`src/slb_pkg.sv`:
```
// Shared constants, types and helper functions for the link self-test block.
package slb_pkg;

	localparam int WORD_W = 24;
	localparam int BANK_W = 8;
	localparam int NUM_BANKS = 3;
	localparam int CNT_W = 8;
	localparam int IRQ_W = 3;
	localparam int ADDR_W = 12;
	localparam int DATA_W = 32;
	localparam int SYNC_STAGES = 2;

	// Generator seed and feedback taps for x^24 + x^23 + x^22 + x^17 + 1.
	// The seed value is arbitrary; it only has to be non-zero and the same at both ends.
	localparam logic [WORD_W-1:0] LFSR_SEED = 24'h5a5a5a;
	localparam logic [WORD_W-1:0] LFSR_TAPS = 24'he10000;

	localparam logic [CNT_W-1:0] ERR_CNT_MAX = 8'hff;

	// A ratio of one error in ten to the ninth bits, expressed in error-free words.
	localparam longint BER_BITS = 64'd1000000000;
	localparam int PASS_WORDS = int'((BER_BITS + WORD_W - 1) / WORD_W);

	// Stagger delays in pipeline steps of one system clock each.
	localparam int STAGGER_PIPE = 4;
	localparam logic [1:0] FIXED_DELAY_FIRST = 2'h2;
	localparam logic [1:0] FIXED_DELAY_OTHER = 2'h1;
	localparam logic [1:0] RCLK_DELAY_FIXED = 2'h0;
	localparam logic [1:0] RCLK_DELAY_SPREAD = 2'h3;
	localparam logic [1:0] SPREAD_WORDS_LAST = 2'h3;
	localparam logic [1:0] ROT_LAST = 2'h2;

	// Register byte offsets.
	localparam logic [ADDR_W-1:0] REG_STATUS = 12'h000;
	localparam logic [ADDR_W-1:0] REG_IRQ_STATUS = 12'h004;
	localparam logic [ADDR_W-1:0] REG_IRQ_CLEAR = 12'h008;
	localparam logic [ADDR_W-1:0] REG_IRQ_ENABLE = 12'h00c;
	localparam logic [ADDR_W-1:0] REG_PASS_WORDS = 12'h010;

	// Status and interrupt field positions.
	localparam int ST_PASS = 0;
	localparam int ST_LOCK = 1;
	localparam int ST_TEST = 2;
	localparam int ST_CNT_LSB = 8;
	localparam int IRQ_PASS = 0;
	localparam int IRQ_ERROR = 1;
	localparam int IRQ_LOCK_LOST = 2;

	typedef enum logic [1:0] {CHK_OFF, CHK_SYNC, CHK_RUN} slb_chk_t;

	// Advances the generator by one whole word.
	function automatic logic [WORD_W-1:0] slb_step(input logic [WORD_W-1:0] s);
		logic [WORD_W-1:0] r;
		r = s;
		for (int i = 0; i < WORD_W; i++) begin
			r = {r[WORD_W-2:0], ^(r & LFSR_TAPS)};
		end
		return r;
	endfunction

	function automatic logic [CNT_W:0] slb_popcount(input logic [WORD_W-1:0] v);
		logic [CNT_W:0] n;
		n = '0;
		for (int i = 0; i < WORD_W; i++) begin
			n = n + {{CNT_W{1'b0}}, v[i]};
		end
		return n;
	endfunction

endpackage

```
`src/slb_lfsr.sv`:
```
// Word-wide pattern generator register with load and advance controls.
module slb_lfsr (
	input wire logic clk_sys,
	input wire logic reset_n,
	input wire logic load,
	input wire logic [slb_pkg::WORD_W-1:0] load_value,
	input wire logic advance,
	output logic [slb_pkg::WORD_W-1:0] word
);
	import slb_pkg::*;

	// An all-zero state would lock the generator, so such a load falls back to the seed.
	wire logic [WORD_W-1:0] safe_value = (load_value == '0) ? LFSR_SEED : load_value;

	always_ff @(posedge clk_sys) begin
		if (!reset_n) begin
			word <= LFSR_SEED;
		end else if (load) begin
			word <= safe_value;
		end else if (advance) begin
			word <= slb_step(word);
		end
	end

endmodule // slb_lfsr

```
`src/slb_top.sv`:
```
// Link self-test, scrambling and staggered output logic of the serializer/deserializer pair.
//
// Operation
// - Self-test runs at the receiver while the self-test enable input and lock are both high and stops otherwise.
// - In self-test the transmitter sends the generated pattern instead of its parallel input.
// - The receiver checks the stream against its own copy of the pattern and reports mismatches on its outputs.
// - With error reporting low, each output flags a mismatch of its own bit for every word.
// - With error reporting high, errors add into an 8-bit counter saturating at 255 shown on the low eight outputs.
// - The pass output stays low and rises once the error ratio of one in ten to the ninth bits is achieved.
// - The pass output is only meaningful while the receiver is locked.
// - In fixed stagger mode the first bank switches two steps after the clock and the other two banks one step.
// - In spread stagger mode adjacent banks switch out of phase and the arrangement rotates every 4 words.
// - In spread stagger mode the recovered clock output is also offset one step from the data banks.
// - With scramble disable high both ends bypass scrambling, otherwise they scramble and descramble.
// - The parallel outputs are valid only while lock is high.
module slb_top #(
	parameter int PASS_WORDS_DEFAULT = slb_pkg::PASS_WORDS
) (
	input wire logic clk_sys,
	input wire logic reset_n,
	input wire logic [slb_pkg::ADDR_W-1:0] paddr,
	input wire logic psel,
	input wire logic penable,
	input wire logic pwrite,
	input wire logic [slb_pkg::DATA_W-1:0] pwdata,
	output logic [slb_pkg::DATA_W-1:0] prdata,
	output logic pready,
	output logic pslverr,
	input wire logic transmit_clock,
	input wire logic [slb_pkg::WORD_W-1:0] parallel_in,
	output logic [slb_pkg::WORD_W-1:0] tx_word,
	input wire logic link_clock,
	input wire logic [slb_pkg::WORD_W-1:0] rx_word,
	input wire logic rx_lock,
	input wire logic self_test_enable,
	input wire logic error_report_select,
	input wire logic output_stagger_select,
	input wire logic scramble_disable,
	output logic [slb_pkg::WORD_W-1:0] parallel_out,
	output logic recovered_clock_out,
	output logic data_valid,
	output logic test_pass,
	output logic irq
);
	import slb_pkg::*;

	localparam int RXG_W = WORD_W + 6;
	localparam int TXG_W = WORD_W + 1;

	////////////////////////////////////////////////////////////////////////////
	// Pin synchronisers.

	logic [RXG_W-1:0] rx_meta;
	logic [RXG_W-1:0] rx_sync;
	logic [TXG_W-1:0] tx_meta;
	logic [TXG_W-1:0] tx_sync;
	logic rx_clk_d;
	logic tx_clk_d;

	always_ff @(posedge clk_sys) begin
		if (!reset_n) begin
			rx_meta <= '0;
			rx_sync <= '0;
			tx_meta <= '0;
			tx_sync <= '0;
			rx_clk_d <= 1'b0;
			tx_clk_d <= 1'b0;
		end else begin
			rx_meta <= {link_clock, rx_lock, self_test_enable, error_report_select,
				output_stagger_select, scramble_disable, rx_word};
			rx_sync <= rx_meta;
			tx_meta <= {transmit_clock, parallel_in};
			tx_sync <= tx_meta;
			rx_clk_d <= rx_sync[RXG_W-1];
			tx_clk_d <= tx_sync[TXG_W-1];
		end
	end

	wire logic rx_clk_s = rx_sync[RXG_W-1];
	wire logic lock_s = rx_sync[RXG_W-2];
	wire logic test_s = rx_sync[RXG_W-3];
	wire logic count_mode_s = rx_sync[RXG_W-4];
	wire logic spread_s = rx_sync[RXG_W-5];
	wire logic descr_off_s = rx_sync[RXG_W-6];
	wire logic [WORD_W-1:0] rx_data_s = rx_sync[WORD_W-1:0];
	wire logic [WORD_W-1:0] tx_data_s = tx_sync[WORD_W-1:0];
	wire logic rx_edge = rx_clk_s & ~rx_clk_d;
	// The transmitter only advances on real clock edges, so a stopped clock stalls the pattern.
	wire logic tx_edge = tx_sync[TXG_W-1] & ~tx_clk_d;

	////////////////////////////////////////////////////////////////////////////
	// Transmit end.

	logic [WORD_W-1:0] tx_gen_word;
	wire logic [WORD_W-1:0] tx_pred = slb_step(tx_gen_word);
	// The scramble input is shared by both ends, as a single strap would be on a bench.
	wire logic [WORD_W-1:0] tx_plain = descr_off_s ? tx_data_s : (tx_data_s ^ tx_pred);
	wire logic [WORD_W-1:0] next_tx_word = test_s ? tx_pred : tx_plain;

	slb_lfsr u_tx_gen (
		.clk_sys(clk_sys),
		.reset_n(reset_n),
		.load(1'b0),
		.load_value(LFSR_SEED),
		.advance(tx_edge),
		.word(tx_gen_word)
	);

	always_ff @(posedge clk_sys) begin
		if (!reset_n) begin
			tx_word <= '0;
		end else if (tx_edge) begin
			tx_word <= next_tx_word;
		end
	end

	////////////////////////////////////////////////////////////////////////////
	// Receive checker.

	slb_chk_t chk_state;
	logic [WORD_W-1:0] rx_gen_word;
	logic [CNT_W-1:0] err_count;
	logic [31:0] good_words;
	logic [31:0] pass_words;
	logic pass;
	logic lock_d;

	wire logic [WORD_W-1:0] rx_pred = slb_step(rx_gen_word);
	wire logic checking = (chk_state == CHK_RUN);
	wire logic [WORD_W-1:0] err_bits = checking ? (rx_data_s ^ rx_pred) : '0;
	wire logic word_err = rx_edge & (|err_bits);
	wire logic [CNT_W:0] err_sum = {1'b0, err_count} + slb_popcount(err_bits);
	wire logic [CNT_W-1:0] next_err_count = err_sum[CNT_W] ? ERR_CNT_MAX : err_sum[CNT_W-1:0];
	wire logic lock_rise = lock_s & ~lock_d;
	wire logic lock_fall = ~lock_s & lock_d;
	wire logic gen_load = (lock_rise & ~test_s) | (rx_edge & (chk_state == CHK_SYNC));
	wire logic [WORD_W-1:0] gen_seed = test_s ? rx_data_s : LFSR_SEED;
	wire logic pass_hit = checking & ~pass & (good_words >= pass_words);
	wire logic [WORD_W-1:0] rx_plain = descr_off_s ? rx_data_s : (rx_data_s ^ rx_pred);
	wire logic [WORD_W-1:0] count_word = {{(WORD_W-CNT_W){1'b0}}, next_err_count};
	wire logic [WORD_W-1:0] test_word = count_mode_s ? count_word : err_bits;
	wire logic [WORD_W-1:0] next_staged = test_s ? test_word : rx_plain;

	slb_lfsr u_rx_gen (
		.clk_sys(clk_sys),
		.reset_n(reset_n),
		.load(gen_load),
		.load_value(gen_seed),
		.advance(rx_edge),
		.word(rx_gen_word)
	);

	always_ff @(posedge clk_sys) begin
		if (!reset_n) begin
			chk_state <= CHK_OFF;
		end else begin
			case (chk_state)
				CHK_OFF: if (test_s && lock_s) chk_state <= CHK_SYNC;
				CHK_SYNC: if (!test_s || !lock_s) chk_state <= CHK_OFF; else if (rx_edge) chk_state <= CHK_RUN;
				CHK_RUN: if (!test_s || !lock_s) chk_state <= CHK_OFF;
				default: chk_state <= CHK_OFF;
			endcase
		end
	end

	always_ff @(posedge clk_sys) begin
		if (!reset_n || !checking) begin
			err_count <= '0;
			good_words <= '0;
		end else if (rx_edge) begin
			err_count <= next_err_count;
			good_words <= word_err ? '0 : good_words + 32'h1;
		end
	end

	always_ff @(posedge clk_sys) begin
		if (!reset_n || !checking) begin
			pass <= 1'b0;
		end else if (pass_hit) begin
			pass <= 1'b1;
		end
	end

	////////////////////////////////////////////////////////////////////////////
	// Staggered output banks.

	logic [WORD_W-1:0] staged;
	logic [STAGGER_PIPE-1:0] stb;
	logic [STAGGER_PIPE-1:0] clk_pipe;
	logic [1:0] word_cnt;
	logic [1:0] rot;

	function automatic logic [1:0] bank_delay(input int b, input logic spread, input logic [1:0] r);
		int d;
		d = (b + int'(r)) % NUM_BANKS;
		if (spread) begin
			return 2'(d);
		end
		return (b == 0) ? FIXED_DELAY_FIRST : FIXED_DELAY_OTHER;
	endfunction

	always_ff @(posedge clk_sys) begin
		if (!reset_n) begin
			staged <= '0;
			stb <= '0;
			clk_pipe <= '0;
			word_cnt <= '0;
			rot <= '0;
			lock_d <= 1'b0;
			data_valid <= 1'b0;
			test_pass <= 1'b0;
			recovered_clock_out <= 1'b0;
		end else begin
			stb <= {stb[STAGGER_PIPE-2:0], rx_edge};
			clk_pipe <= {clk_pipe[STAGGER_PIPE-2:0], rx_clk_s};
			if (rx_edge) begin
				staged <= next_staged;
				word_cnt <= word_cnt + 2'h1;
				if (word_cnt == SPREAD_WORDS_LAST) begin
					rot <= (rot == ROT_LAST) ? 2'h0 : rot + 2'h1;
				end
			end
			lock_d <= lock_s;
			data_valid <= lock_s;
			test_pass <= pass & lock_s;
			recovered_clock_out <= clk_pipe[spread_s ? RCLK_DELAY_SPREAD : RCLK_DELAY_FIXED];
		end
	end

	for (genvar b = 0; b < NUM_BANKS; b++) begin : g_bank
		wire logic [1:0] dly = bank_delay(b, spread_s, rot);
		always_ff @(posedge clk_sys) begin
			if (!reset_n) begin
				parallel_out[b*BANK_W +: BANK_W] <= '0;
			end else if (stb[dly]) begin
				parallel_out[b*BANK_W +: BANK_W] <= staged[b*BANK_W +: BANK_W];
			end
		end
	end

	////////////////////////////////////////////////////////////////////////////
	// Interrupts and APB slave.

	logic [IRQ_W-1:0] irq_status;
	logic [IRQ_W-1:0] irq_enable;
	wire logic [IRQ_W-1:0] irq_events = {lock_fall, word_err, pass_hit};
	wire logic apb_setup = psel & penable & ~pready;
	wire logic apb_done = psel & penable & pready;
	wire logic wr_done = apb_done & pwrite;
	wire logic hit_status = (paddr == REG_STATUS);
	wire logic hit_irq_st = (paddr == REG_IRQ_STATUS);
	wire logic hit_irq_clr = (paddr == REG_IRQ_CLEAR);
	wire logic hit_irq_en = (paddr == REG_IRQ_ENABLE);
	wire logic hit_pass = (paddr == REG_PASS_WORDS);
	wire logic mapped = hit_status | hit_irq_st | hit_irq_clr | hit_irq_en | hit_pass;
	wire logic [DATA_W-1:0] status_word = {{(DATA_W-ST_CNT_LSB-CNT_W){1'b0}}, err_count,
		{(ST_CNT_LSB-ST_TEST-1){1'b0}}, test_s, lock_s, test_pass};
	wire logic [IRQ_W-1:0] clear_mask = (wr_done && hit_irq_clr) ? pwdata[IRQ_W-1:0] : '0;
	wire logic [DATA_W-1:0] read_word =
		hit_status ? status_word :
		hit_irq_st ? {{(DATA_W-IRQ_W){1'b0}}, irq_status} :
		hit_irq_en ? {{(DATA_W-IRQ_W){1'b0}}, irq_enable} :
		hit_pass ? pass_words : '0;

	always_ff @(posedge clk_sys) begin
		if (!reset_n) begin
			pready <= 1'b0;
			pslverr <= 1'b0;
			prdata <= '0;
			irq_status <= '0;
			irq_enable <= '0;
			pass_words <= 32'(PASS_WORDS_DEFAULT);
			irq <= 1'b0;
		end else begin
			pready <= apb_setup;
			pslverr <= apb_setup & ~mapped;
			prdata <= (apb_setup && !pwrite) ? read_word : '0;
			irq_status <= (irq_status & ~clear_mask) | irq_events;
			if (wr_done && hit_irq_en) irq_enable <= pwdata[IRQ_W-1:0];
			if (wr_done && hit_pass) pass_words <= pwdata;
			irq <= |(irq_status & irq_enable);
		end
	end
endmodule // slb_top

```
`config.mk`:
```
export PLATFORM = sky130hd
export DESIGN_NAME = slb_top
export DESIGN_NICKNAME = d
export VERILOG_FILES = /design/src/slb_pkg.sv /design/src/slb_lfsr.sv /design/src/slb_top.sv
export SDC_FILE = /design/constraint.sdc
export NUM_CORES = 1
export LEC_CHECK = 0
export BUFFER_PORTS_ARGS = -buffer_cell sky130_fd_sc_hd__buf_4
export CORE_MARGIN = 2
export CORE_UTILIZATION = 55
export DETAILED_ROUTE_END_ITERATION = 8
export PLACE_DENSITY_LB_ADDON = 0.2
export SLEW_MARGIN = 40
export SYNTH_ARGS = -nofsm -noshare
export SYNTH_HDL_FRONTEND = slang
export SYNTH_SLANG_ARGS = --single-unit
```
`constraint.sdc`:
```
create_clock -name clk_sys -period 7.48 [get_ports clk_sys]
set_clock_uncertainty 0.1 [all_clocks]
set_input_delay 1.496 -clock clk_sys [delete_from_list [all_inputs] [get_ports clk_sys]]
set_output_delay 1.496 -clock clk_sys [all_outputs]
set_load 0.05 [all_outputs]
```
; Word level (Yosys, flattened, before mapping)
; Cells that the tools add are included.
[totals]
inputBits = 104
ramBits = 0
ff_bits = 363
latch_bits = 0
mem_bits_ro = 0
mem_count = 0
out_inout_bits = 86
[classes]
div_mod_pow = 3
addsub = 29
n_reduce_logical = 70
shift = 0
bitwise_logic = 37
n_lt_le_gt_ge = 5
n_mul = 0
eq_ne = 11
n_mux = 39
[op_table]
columns = op, n
row1 = 24-bit parity, 48
row2 = 24-bit two-way mux, 10
row3 = 9-bit by 1-bit adder with 9-bit output, 15
row4 = "32-bit by 3-bit remainder unit with 32-bit output, second input constant", 2
row5 = 16-bit two-way mux, 4
row6 = 24-bit bitwise XOR, 2
row7 = "32-bit by 1-bit adder with 32-bit output, second input constant", 1
row8 = 32-bit greater-or-equal comparator, 1
row9 = "3-bit by 3-bit remainder unit with 32-bit output, second input constant", 1
row10 = 32-bit two-way mux, 1
row11 = "12-bit by 4-bit == test with 1-bit output, second input constant", 2
row12 = 24-bit zero test, 1
row13 = 2-bit two-way mux, 12
row14 = 24-bit OR reduction, 1
row15 = 1-bit bitwise AND, 15
row16 = "12-bit by 3-bit == test with 1-bit output, second input constant", 1
row17 = "12-bit by 5-bit == test with 1-bit output, second input constant", 1
row18 = 12-bit zero test, 1
row19 = "2-bit by 3-bit less-than comparator with 1-bit output, second input constant", 4
row20 = 1-bit NOT, 11
row21 = 8-bit by 1-bit adder with 9-bit output, 1
row22 = 8-bit by 9-bit adder with 9-bit output, 1
row23 = 7-bit by 1-bit adder with 8-bit output, 1
row24 = 1-bit binary-select mux with 2-bit select, 4
row25 = other kinds (31), 53

; Depth between registers and ports, before layout
; Gate-level depths: netlist (run 1).
[logic_depth]
depth_word = 31
mapped_depth = 24

; Hierarchy
; Synthesis (run 1) repeated with hierarchy kept, for this count alone.
[hier_totals]
hier_cells = 1988
hier_area_um2 = 18472.7
[by_module_without_submodules]
columns = module, area_per_inst_um2, cells_each, instances
row1 = slb_top, 14611.5, 1572, 1
row2 = slb_lfsr, 1930.6, 208, 2

; Worst setup path before layout (run 1)
; OpenSTA, ideal clock, no wires.
[synth_timing]
path_kind = flip-flop to flip-flop
start = register u_rx_gen.word[16] (netlist name)
end = register staged[6]
path_stages_with_launch = 23
arrival_ns = 5.907
required_ns = 7.264
path_slack_ns = 1.357
cell_sequence = dfxtp_1 clkbuf_1 xnor2_2 xor2_4 xor3_2 nor2_1 fa_1 inv_1 fa_1 fa_1 fa_1 fa_1 fa_1 inv_1 fa_1 a21o_1 a21oi_1 o21ai_0 a21o_1 mux2_2 a21oi_1 a21oi_1 a31o_2
[synth_via]
elab_chain_cells = 31
elab_cells_between_ends = 37
classes_between = add/sub: 24 / mux: 5 / bitwise: 1 / reduce/logical: 7
[synth_lines]
columns = item, line_no
row1 = "start, declared", slb_lfsr.sv:8  ; output logic [slb_pkg::WORD_W-1:0] word
row2 = "start signal, assigned", slb_lfsr.sv:19  ; word <= safe_value;
row3 = "start signal, assigned", slb_lfsr.sv:21  ; word <= slb_step(word);
row4 = 24-bit parity (2 in series), slb_pkg.sv:56  ; r = {r[WORD_W-2:0], ^(r & LFSR_TAPS)};
row5 = 24-bit bitwise XOR *, "slb_top.sv:130, slb_top.sv:139"
row6 = 24-bit two-way mux, slb_top.sv:130  ; wire logic [WORD_W-1:0] err_bits = checking ? (rx_data_s ^ rx_pred) : '0;
row7 = 1-bit by 1-bit adder with 2-bit output, slb_pkg.sv:65  ; n = n + {{CNT_W{1'b0}}, v[i]};
row8 = 2-bit by 1-bit adder with 3-bit output, slb_pkg.sv:65
row9 = 3-bit by 1-bit adder with 4-bit output, slb_pkg.sv:65
row10 = 4-bit by 1-bit adder with 5-bit output, slb_pkg.sv:65
row11 = 5-bit by 1-bit adder with 6-bit output, slb_pkg.sv:65
row12 = 6-bit by 1-bit adder with 7-bit output, slb_pkg.sv:65
row13 = 7-bit by 1-bit adder with 8-bit output, slb_pkg.sv:65
row14 = 8-bit by 1-bit adder with 9-bit output, slb_pkg.sv:65
row15 = 9-bit by 1-bit adder with 9-bit output (15 in series), slb_pkg.sv:65
row16 = 8-bit by 9-bit adder with 9-bit output, slb_top.sv:132  ; wire logic [CNT_W:0] err_sum = {1'b0, err_count} + slb_popcount(err_bits);
row17 = 8-bit two-way mux, slb_top.sv:133  ; wire logic [CNT_W-1:0] next_err_count = err_sum[CNT_W] ? ERR_CNT_MAX : err_sum[CNT_W-1:0];
row18 = 24-bit two-way mux, slb_top.sv:141  ; wire logic [WORD_W-1:0] test_word = count_mode_s ? count_word : err_bits;
row19 = 24-bit two-way mux *, slb_top.sv:142  ; wire logic [WORD_W-1:0] next_staged = test_s ? test_word : rx_plain;
row20 = "end signal, assigned", slb_top.sv:217  ; staged <= next_staged;
row21 = "end, declared", slb_top.sv:187  ; logic [WORD_W-1:0] staged;
; Mark *: on every way between the ends. The rest lies on a longest branch, timed or not.
; A chain may end at the register's enable or synchronous reset.

; Worst setup path in the final report (run 1)
[layout_timing]
start = register u_rx_gen.word[17] (netlist name)
end = register staged[6]
[layout_via]
elab_chain_cells = 31
elab_cells_between_ends = 35
classes_between = add/sub: 24 / mux: 4 / bitwise: 1 / reduce/logical: 6
[layout_lines]
columns = item, line_no
row1 = 24-bit parity (2 in series), slb_pkg.sv:56
row2 = 24-bit bitwise XOR *, slb_top.sv:130
row3 = 24-bit two-way mux *, slb_top.sv:130
row4 = 1-bit by 1-bit adder with 2-bit output, slb_pkg.sv:65
row5 = 2-bit by 1-bit adder with 3-bit output, slb_pkg.sv:65
row6 = 3-bit by 1-bit adder with 4-bit output, slb_pkg.sv:65
row7 = 4-bit by 1-bit adder with 5-bit output, slb_pkg.sv:65
row8 = 5-bit by 1-bit adder with 6-bit output, slb_pkg.sv:65
row9 = 6-bit by 1-bit adder with 7-bit output, slb_pkg.sv:65
row10 = 7-bit by 1-bit adder with 8-bit output, slb_pkg.sv:65
row11 = 8-bit by 1-bit adder with 9-bit output, slb_pkg.sv:65
row12 = 9-bit by 1-bit adder with 9-bit output (10 in series), slb_pkg.sv:65
row13 = 9-bit by 1-bit adder with 9-bit output * (5 in series), slb_pkg.sv:65
row14 = 8-bit by 9-bit adder with 9-bit output *, slb_top.sv:132
row15 = 8-bit two-way mux *, slb_top.sv:133
row16 = 24-bit two-way mux *, slb_top.sv:141
row17 = 24-bit two-way mux *, slb_top.sv:142
; Marks and branches as above.

==> reports/summary.md, run 1 <==
The overall die width works out to 179 um. TritonCTS built the clock tree. Counting along the longest clock path gives a buffer depth of 3. Of the cells placed in the final design, the portion with a size suffix greater than 1 is 15.2%. For the total nets after synthesis, the log shows 2017.

In this run the clock root is driven by a clkbuf_16. The logs give 0 for the number of max-cap violations and 940 ps for the setup slack of the worst register-to-register path. The destination of the worst register-to-register timing path is staged[6].

Total setup buffers inserted after CTS: 0. The count of nets left with antenna violations once routing finished came out at 0. The run gives 0 as the total of cells resized after clock tree synthesis. The nature of the critical path endpoint was a register.

VDD sags by at most 0.189 mV. The path depth of the worst reg2reg path came out at 21. At the pin with the least slew margin, the transition time is 759 ps.

Setup total negative slack on the finished layout was measured at 0 ps. The first routing iteration left 964 violations. The category of the critical setup timing path was reg2reg. For this design the ratio of total power to cell area is 232 nW/um^2.

CTS saw 362 sinks. For this design the static power due to leakage is 8.23 nW. The share of synthesized cell area in and, or, nand and nor gates is 19.1%, and the placeable core region is 30400 um^2. The number of different library cells used by synthesis comes to 72. Dividing the synthesized area by the synthesized cell count gives 9.16 um^2.

For the number of detailed-routing iterations run before antenna repair, the log shows 5. Counting flops and latches in the post-synthesis netlist gives 362. For the first-pass GRT wire length, the log shows 66100 um. The tools report the total I/O pin count as 190.

Counting I/O delays and the setup requirement, the final critical path takes 6540 ps. Reg-to-reg startpoint: u_rx_gen.word[17]. The global-route congestion overflow total came out at 0. The logs give 0 for the final count of hold timing violations and 0 for the number of hold buffers added after CTS. The number of rows in the core area was 64; the top-area cell type share of the netlist area was 42.9%. Yosys mapped a number of flops with a built-in enable equal to 0. Die footprint: 32200 um^2. In this run the tightest slew margin relative to its limit is 49.4%.

The post-synthesis xor/xnor area fraction is 13.0%. Of all nets on the critical path, the largest fanout is 6. The number of antenna violations at the first check in global routing was 0; the total number of H-tree levels was 2. Summing the areas of all fa, ha and maj instances in the mapped netlist gives 5.88% of the synthesized area. In this run the worst setup path terminates at staged[6]. The residual DRC count is 0, and the number of input and output port buffers inserted is 189. The most frequently used flop master after synthesis was dfxtp_1. In this run the vertical extent of the chip is 179 um. The logs give 92 for the pin count of the biggest net entering global routing and 943 ps for the least setup slack across all paths after layout.

Of the synthesized area, sequential elements account for 42.9%. The tightest min-delay check is of the reg2reg type. Dividing the detail-routed wire length by the instance count gives 17.5 um.

The overall via count from detail_route is 13210. The largest family of logic cells by synthesized area is simple AND/OR/NAND/NOR gates. The share of synthesized registers carrying an async set or reset came out at 0%. Setup repair after global routing left no endpoint under its margin.

The run gives 153 MHz as the achievable clock frequency. After clock tree synthesis, the clock-pin slew on the worst setup and hold paths is 70 ps. The cell area after synthesis is 16900 um^2, and the final layout net count is 2140. Counting every instance in the synthesized netlist gives 1845. For this configuration, the core starts out at a cell density of 55.6%. The fraction of the cycle the final worst path needs works out to 87.4%. The run finished with clean final reports. For the count of antenna diodes in the layout, the log shows 0. In the post-synthesis netlist, the biggest area contributors are dfxtp_1 43%, xnor2_1 5.0%, and2_1 4.5%, nor2_1 4.1%, xor2_1 3.7%. At the later pin of the worst-skew pair, clock insertion delay measures 540 ps.

At the worst endpoint, the required time is 7810 ps. Timing analysis after detailed placement gives a worst setup slack of 972 ps. For this block, the routed nets add up to 41900 um of wire. The instance area after placement was 18500 um^2; the number of setup violations in the final report was 0. Yosys printed 0 warnings. The area added between synthesis and finish is 16.4%, and the complex-gate fraction of the synthesized area is 12.1%. The tools report the number of global-route vias before repair as 12662. Number of instances on the worst hold path: 1. The worst setup path is launched from a register. The post-route standard cell area excluding fillers is 19700 um^2.

Counting the buffers created by CTS gives 39. Max-slew violation count: 0. Worst hold margin: 322 ps. The congestion estimate from routability-driven global placement came to 0.922.

The startpoint identified for the worst hold timing path is tx_meta[18]. STA puts the critical path data arrival time at 6870 ps. Tracing the worst setup path back leads to its startpoint at u_rx_gen.word[17]. Cell type contributing the most total cell area after synthesis: dfxtp_1.

The wire-length estimate of the detail-placed layout is 29900 um. The all-layer global routing usage was 25.9%. After detailed routing, the number of vias per cell comes to 5.54.

In the synthesized netlist, mux cells make up 2.43% of the area.
==> cells in the mapped netlist (20+ instances only) <==
master / count
a211oi_1: 24
a21oi_1: 99
and2_1: 121
clkbuf_1: 113
dfxtp_1: 362
ha_1: 49
inv_1: 85
mux2i_1: 40
nand2_1: 139
nand3_1: 41
nor2_1: 184
nor2b_1: 20
nor3_1: 34
nor4_1: 27
o211ai_1: 32
o21ai_0: 62
o221ai_1: 21
xnor2_1: 96
xnor3_1: 20
xor2_1: 72
==> area by class of cell <==
| cell class | count | area, um^2 |
|---|---|---|
| flip-flops and latches | 362 | 7250 |
| clock inverters | 15 | 104 |
| fillers | 2517 | 10700 |
| clock buffers | 48 | 1060 |
| repair buffers | 204 | 1540 |
| inverters | 85 | 324 |
| multi-input cells | 1276 | 8910 |
| well taps | 396 | 495 |
==> worst max-delay path: stages, from the launching register on <==
cell	delay (ps)
dfxtp_1	420
xor2_2	290
xor3_1	580
xnor2_1	220
nor2_1	80
fa_1	500
inv_1	50
fa_1	490
fa_1	550
fa_1	440
fa_1	520
fa_1	190
inv_1	60
fa_1	400
a21o_1	210
a21oi_1	210
o21ai_0	130
a21o_1	270
mux2_2	290
a21oi_1	140
a21oi_1	80
a31o_2	230
==> where the power goes <==
part / internal [W] / leakage, nW / switching (W)
Sequential: 0.00199 / 2.95 / 0.0000686
Clock: 0.00101 / 0.580 / 0.000767
Combinational: 0.000326 / 4.69 / 0.000408
Total: 0.00333 / 8.23 / 0.00124
==> registers in the layout, indices dropped and copies added (netlist names), 25 cells and up <==
signal / flops
good_words: 32
pass_words: 32
prdata: 32
rx_meta: 30
rx_sync: 30
tx_meta: 25
tx_sync: 25
==> layout by cell type, fill, tap and decap left out, drive strengths merged, types with 5 or more instances in the layout <==
cell	synthesis	layout
nor2b	20	20
inv	85	86
a21oi	99	99
or3	16	16
or2	9	9
dfxtp	362	362
and2	121	121
xor3	5	5
buf	8	204
ha	49	49
o21ai	64	64
a21o	15	15
fa	19	19
o221ai	21	21
nand4	14	14
a211oi	24	24
xnor2	102	102
nor4	28	28
clkbuf	114	48
a221oi	10	10
nand2b	7	7
nor3	34	34
a31oi	9	9
xor2	74	74
nand3	42	42
and3	19	19
mux2i	40	40
xnor3	20	20
o211ai	32	32
nand2	139	139
a22oi	9	9
a22o	9	9
clkinv	0	13
nor2	185	185
==> logic make-up (layout without fill, tap and decap cells) <==
| family | after synthesis | in the layout |
|---|---|---|
| adder cells (fa/ha/maj) | 68 | 68 |
| multiplexers | 41 | 41 |
| flip-flops | 362 | 362 |
| AND/OR/NAND/NOR | 652 | 652 |
| XOR/XNOR | 201 | 201 |
| buffers and inverters | 207 | 352 |
| AO/OA/AOI/OAI | 314 | 314 |
==> stage by stage <==
stage / util (%) / total power [W] / cells
3_3_place_gp: 60.7 / 0.00282 / 2323
3_5_place_dp: 60.8 / 0.00282 / 2323
5_1_grt: 64.7 / 0.00475 / 2386
6_report: 64.7 / 0.00457 / 2386
4_1_cts: 64.6 / 0.00459 / 2386
2_1_floorplan: - / 0.00261 / 1845
==> worst min-delay path by stage <==
| stage | endpoint | slack, ps |
|---|---|---|
| 2_1_floorplan | clk_pipe[2] | 310 |
| 4_1_cts | tx_sync[18] | 320 |
| 3_3_place_gp | tx_sync[24] | 310 |
| 6_report | tx_sync[18] | 320 |
| 5_1_grt | tx_sync[18] | 340 |
| 3_5_place_dp | rx_sync[22] | 320 |
==> layer usage <==
layer  wire, um  track usage [%]  up-vias
li1           -                -     6482
met1      19600             36.6     6199
met2      18200             39.7      450
met3       3070             5.89       79
met4       1010             7.43        0
met5          0                0        -
Note: power is estimated with default switching activity, not from simulation.
==> run 2, diff against run 1 <==
--- a/config.mk
+++ b/config.mk
@@ -5,6 +5,7 @@
 export SDC_FILE = /design/constraint.sdc
 export NUM_CORES = 1
 export LEC_CHECK = 0
+export ABC_AREA = 1
 export BUFFER_PORTS_ARGS = -buffer_cell sky130_fd_sc_hd__buf_4
 export CORE_MARGIN = 2
 export CORE_UTILIZATION = 55
==> run 2 against run 1 <==
- die area is 3.1% higher
- clock power is 12% higher
- hold slack worse by 14 ps
- synthesized cell count up 26%
- largest power group unchanged
==> reports/summary.md, run 2 <==
The flow ran to the end, and the final reports show no timing, DRC or antenna violations. The number of flip-flops and latches in the synthesized netlist came out at 362 (unchanged). The final count of hold timing violations is 0 (unchanged), and the maximum fanout encountered on the critical timing path is 8 (+2).

Leaving out fill and tap cells, the most frequent cell in the layout is nand2_1. In this design, the critical path's most frequently occurring cell is nand2_1. The data arrival at the endpoint of the critical path was 6560 ps (-310 ps); the number of max-cap violations was 0 (unchanged).

The max-slew violation count was 0 (unchanged); the final RePlAce weighted congestion was 0.967 (+4.8%). The setup slack after placement is 1290 ps (+323 ps), and the proportion of total power due to net switching is 26.8% (-0.38 points). The clock tree buffer depth is 3 (unchanged), and the starting density of the core is 55.6% (about the same).

For the number of standard cells in the layout, taps in and fillers out, the log shows 2903 (+22%). The logs give 14705 (+16%) for the number of global-route vias before repair and 0.00127 W (+1.7%) for the switching power of the nets. The fraction of the mapped netlist area in adder cells was 5.70% (-0.18 points). Nature of the critical path endpoint: a register.

The mean post-synth cell area came out at 7.49 um^2 (-18%). The run gives 2501 (+24%) as the total nets after synthesis. The post-layout total power was 0.00472 W (+3.2%). For the data required time at the worst endpoint, the log shows 7800 ps (about the same).

The share of synthesized cell area in and, or, nand and nor gates is 23.1% (+4.0 points), and the power per standard cell area is 231 nW/um^2 (-0.53%). The detailed-routing wirelength on met1 is 21100 um (+7.6%), and the final layout net count is 2644 (+24%). The number of different library cells in the post-synthesis netlist came out at 50 (-31%). The overall die width works out to 182 um (+1.5%). The tools report the type of origin of the critical path as a register. The part of the total power dissipated in the clock network is 42.3% (+3.5 points). The total instance count after detailed placement is 2833 (+22%). The fraction of the cycle the final worst path needs is 83.4% (-4.0 points). Type of the worst min-delay path: reg2reg. The run gives 65 (+1.6%) as the number of rows in the core area.

The actual transition at the worst max-transition pin is 793 ps (+33.7 ps). The total number of H-tree levels was 2 (unchanged); the top-area cell type share of the netlist area was 41.6% (-1.3 points). The number of input and output port buffers inserted was 189 (unchanged). The worst-skew pair later-pin latency was 530 ps (about the same). The total setup buffers inserted after CTS was 0 (unchanged); the complex-gate fraction of the synthesized area was 12.2% (+0.11 points).

The tools report the leakage dissipation as 10.2 nW (+24%). Of all cell types, the one taking the most synthesized area is dfxtp_1. Yosys instantiated no cell more often than nand2_1.

The global-route congestion overflow total was 0 (unchanged). The least setup slack across all paths after layout was 1240 ps (+298 ps); the final antenna-violating net count was 0 (unchanged). From synthesis to final layout, the design area changed by 17.1%. The first-pass GRT wire length is 75400 um (+14%). By area the synthesized netlist is led by dfxtp_1 42%, nand2_1 11%, inv_1 8.1%, nor2_1 4.3%, xnor2_1 3.9%. Placeable core region: 31400 um^2 (+3.2%). The tools report the achievable clock frequency as 160 MHz (+4.8%). The logs give 190 (unchanged) for the total I/O pin count and 308 ps (-13.9 ps) for the worst hold margin. The number of sinks driven by the clock tree was 362 (unchanged); the count of antenna diodes in the layout was 0 (unchanged).

The part of the total power dissipated in sequential elements came out at 43.7% (-1.4 points). Category of the critical setup timing path: reg2reg. The run gives 33100 um^2 (+3.1%) as the die footprint. The post-synthesis xor/xnor area fraction was 6.70% (-6.3 points); the sequential area share after synthesis was 41.6% (-1.3 points).

The number of hold buffers added after CTS is 0 (unchanged). On the critical path, the stage with the largest delay is an instance of fa_1. The cell area after synthesis was 17400 um^2 (+3.1%).

The max-slew headroom at the worst pin was 46.9% (-2.4 points); the average detailed-routed wire length per instance was 16.0 um (-8.6%). Detailed route wirelength on metal2: 21100 um (+16%). The sum of negative setup slack is 0 ps (unchanged), and the all-layer global routing usage is 28.1% (+2.2 points). TritonCTS built the clock tree. Multiplexer area fraction after synthesis: 0% (-2.4 points). The number of enable-type register cells in the synthesized netlist was 0 (unchanged); the path depth of the worst reg2reg path was 34 (+62%).

The tools report the placed wire-length estimate after detailed placement as 33700 um (+13%). The most used flip-flop cell after synthesis is dfxtp_1. The logs give 0 (unchanged) for the number of antenna violations at the first check in global routing and 2329 (+26%) for the gate count after technology mapping.

The overall via count from detail_route was 15272 (+16%); the biggest cell delay along the critical path was 560 ps (-20 ps). The number of instances on the worst hold path came out at 2 (+1). The root buffer cell chosen for the clock tree is clkbuf_16. The vertical extent of the die is 182 um (+1.5%), and the initial DRC count is 1276 (+32%). Counting instances in the post-synthesis netlist gives the leading cell types as 534 x nand2_1, 375 x inv_1, 362 x dfxtp_1, 199 x nor2_1, 124 x o21ai_0. The tools report the number of setup violations in the final report as 0 (unchanged). The total wire length came out at 46600 um (+11%).

The clock slew seen by the registers of the worst setup and hold paths is 60 ps (about the same), and the total of cells resized after clock tree synthesis is 0 (unchanged). The top cell types in the final layout, fill and taps aside, are 534 x nand2_1, 373 x inv_1, 362 x dfxtp_1. The peak ir drop on the vdd network was 0.190 mV (+0.35%). Total number of yosys warnings: 0 (unchanged). The time the final worst path needs with I/O delays and setup is 6240 ps (-298 ps). The pin count of the biggest net entering global routing is 142 (+54%), and the residual DRC count is 0 (unchanged). The number of buffers created by CTS came out at 38 (-2.6%).

By area, the combinational part of the netlist is dominated by simple AND/OR/NAND/NOR gates. The routed length on met3 came out at 2910 um (-5.5%). Setup repair after global routing left no endpoint under its margin. The share of synthesized registers carrying an async set or reset is 0% (unchanged). Top routing layer in use: met4.

The vias per cell is 5.26 (-5.0%). For the number of detailed-routing iterations run before antenna repair, the log shows 8 (+3). The power share of the combinational group is 14.0% (-2.1 points). The largest registers in the layout are good_words (32), pass_words (32), prdata (32). Share of cells above drive strength 1: 13.8% (-1.5 points). Internal power: 0.00345 W (+3.7%).
## run 2: routing by layer
layer / vias to the layer above / track usage, %
li1: 7620 / -
met1: 7027 / 38.5
met2: 533 / 46.2
met3: 92 / 3.41
met4: 0 / 9.35
met5: - / 0
## run 2: final timing paths
kind	slack (ps)	startpoint	to
hold / removal	310	rx_meta[11]	rx_sync[11]
hold reg to reg	310	rx_meta[11]	rx_sync[11]
setup / recovery	1240	u_rx_gen.word[15]	staged[0]
setup reg to reg	1240	u_rx_gen.word[15]	staged[0]
## run 2: power by group through the flow
stage,Clock [W],Sequential (W),Combinational (W)
after floorplan,0,0.00211,0.000436
after global placement,0,0.00210,0.000638
after detailed placement,0,0.00210,0.000647
after CTS,0.00202,0.00206,0.000653
after global routing,0.00211,0.00207,0.000732
final,0.00199,0.00206,0.000659
## run 2: cells by family (layout without fill, tap and decap cells)
family,Yosys count,after routing
buffers and inverters,483,655
flip-flops,362,362
XOR/XNOR,130,130
AO/OA/AOI/OAI,348,348
adder cells (fa/ha/maj),68,68
AND/OR/NAND/NOR,938,938
## run 2: area by class of cell
| class | count | area (um^2) |
|---|---|---|
| fill | 2760 | 11000 |
| multi-input combinational | 1484 | 8350 |
| sequential | 362 | 7250 |
| timing repair buffer | 201 | 1540 |
| inverter | 385 | 1450 |
| clock buffer | 53 | 1110 |
| tap | 402 | 503 |
| clock inverter | 16 | 229 |
## run 2: worst max-delay path: cells and delay by family, from the launching register on
kind / cells / cell delay (ps)
buf+inv: 5 / 370
fa+ha+maj: 7 / 3060
flops: 1 / 510
compound gates: 3 / 460
simple gates: 19 / 1630
## run 2: through the flow
| stage | utilization (%) | area [um^2] |
|---|---|---|
| floorplan | - | 17400 |
| global placement | 60.6 | 19000 |
| detailed placement | 60.7 | 19100 |
| CTS | 64.9 | 20400 |
| global route | 65.0 | 20400 |
| finish | 65.0 | 20400 |
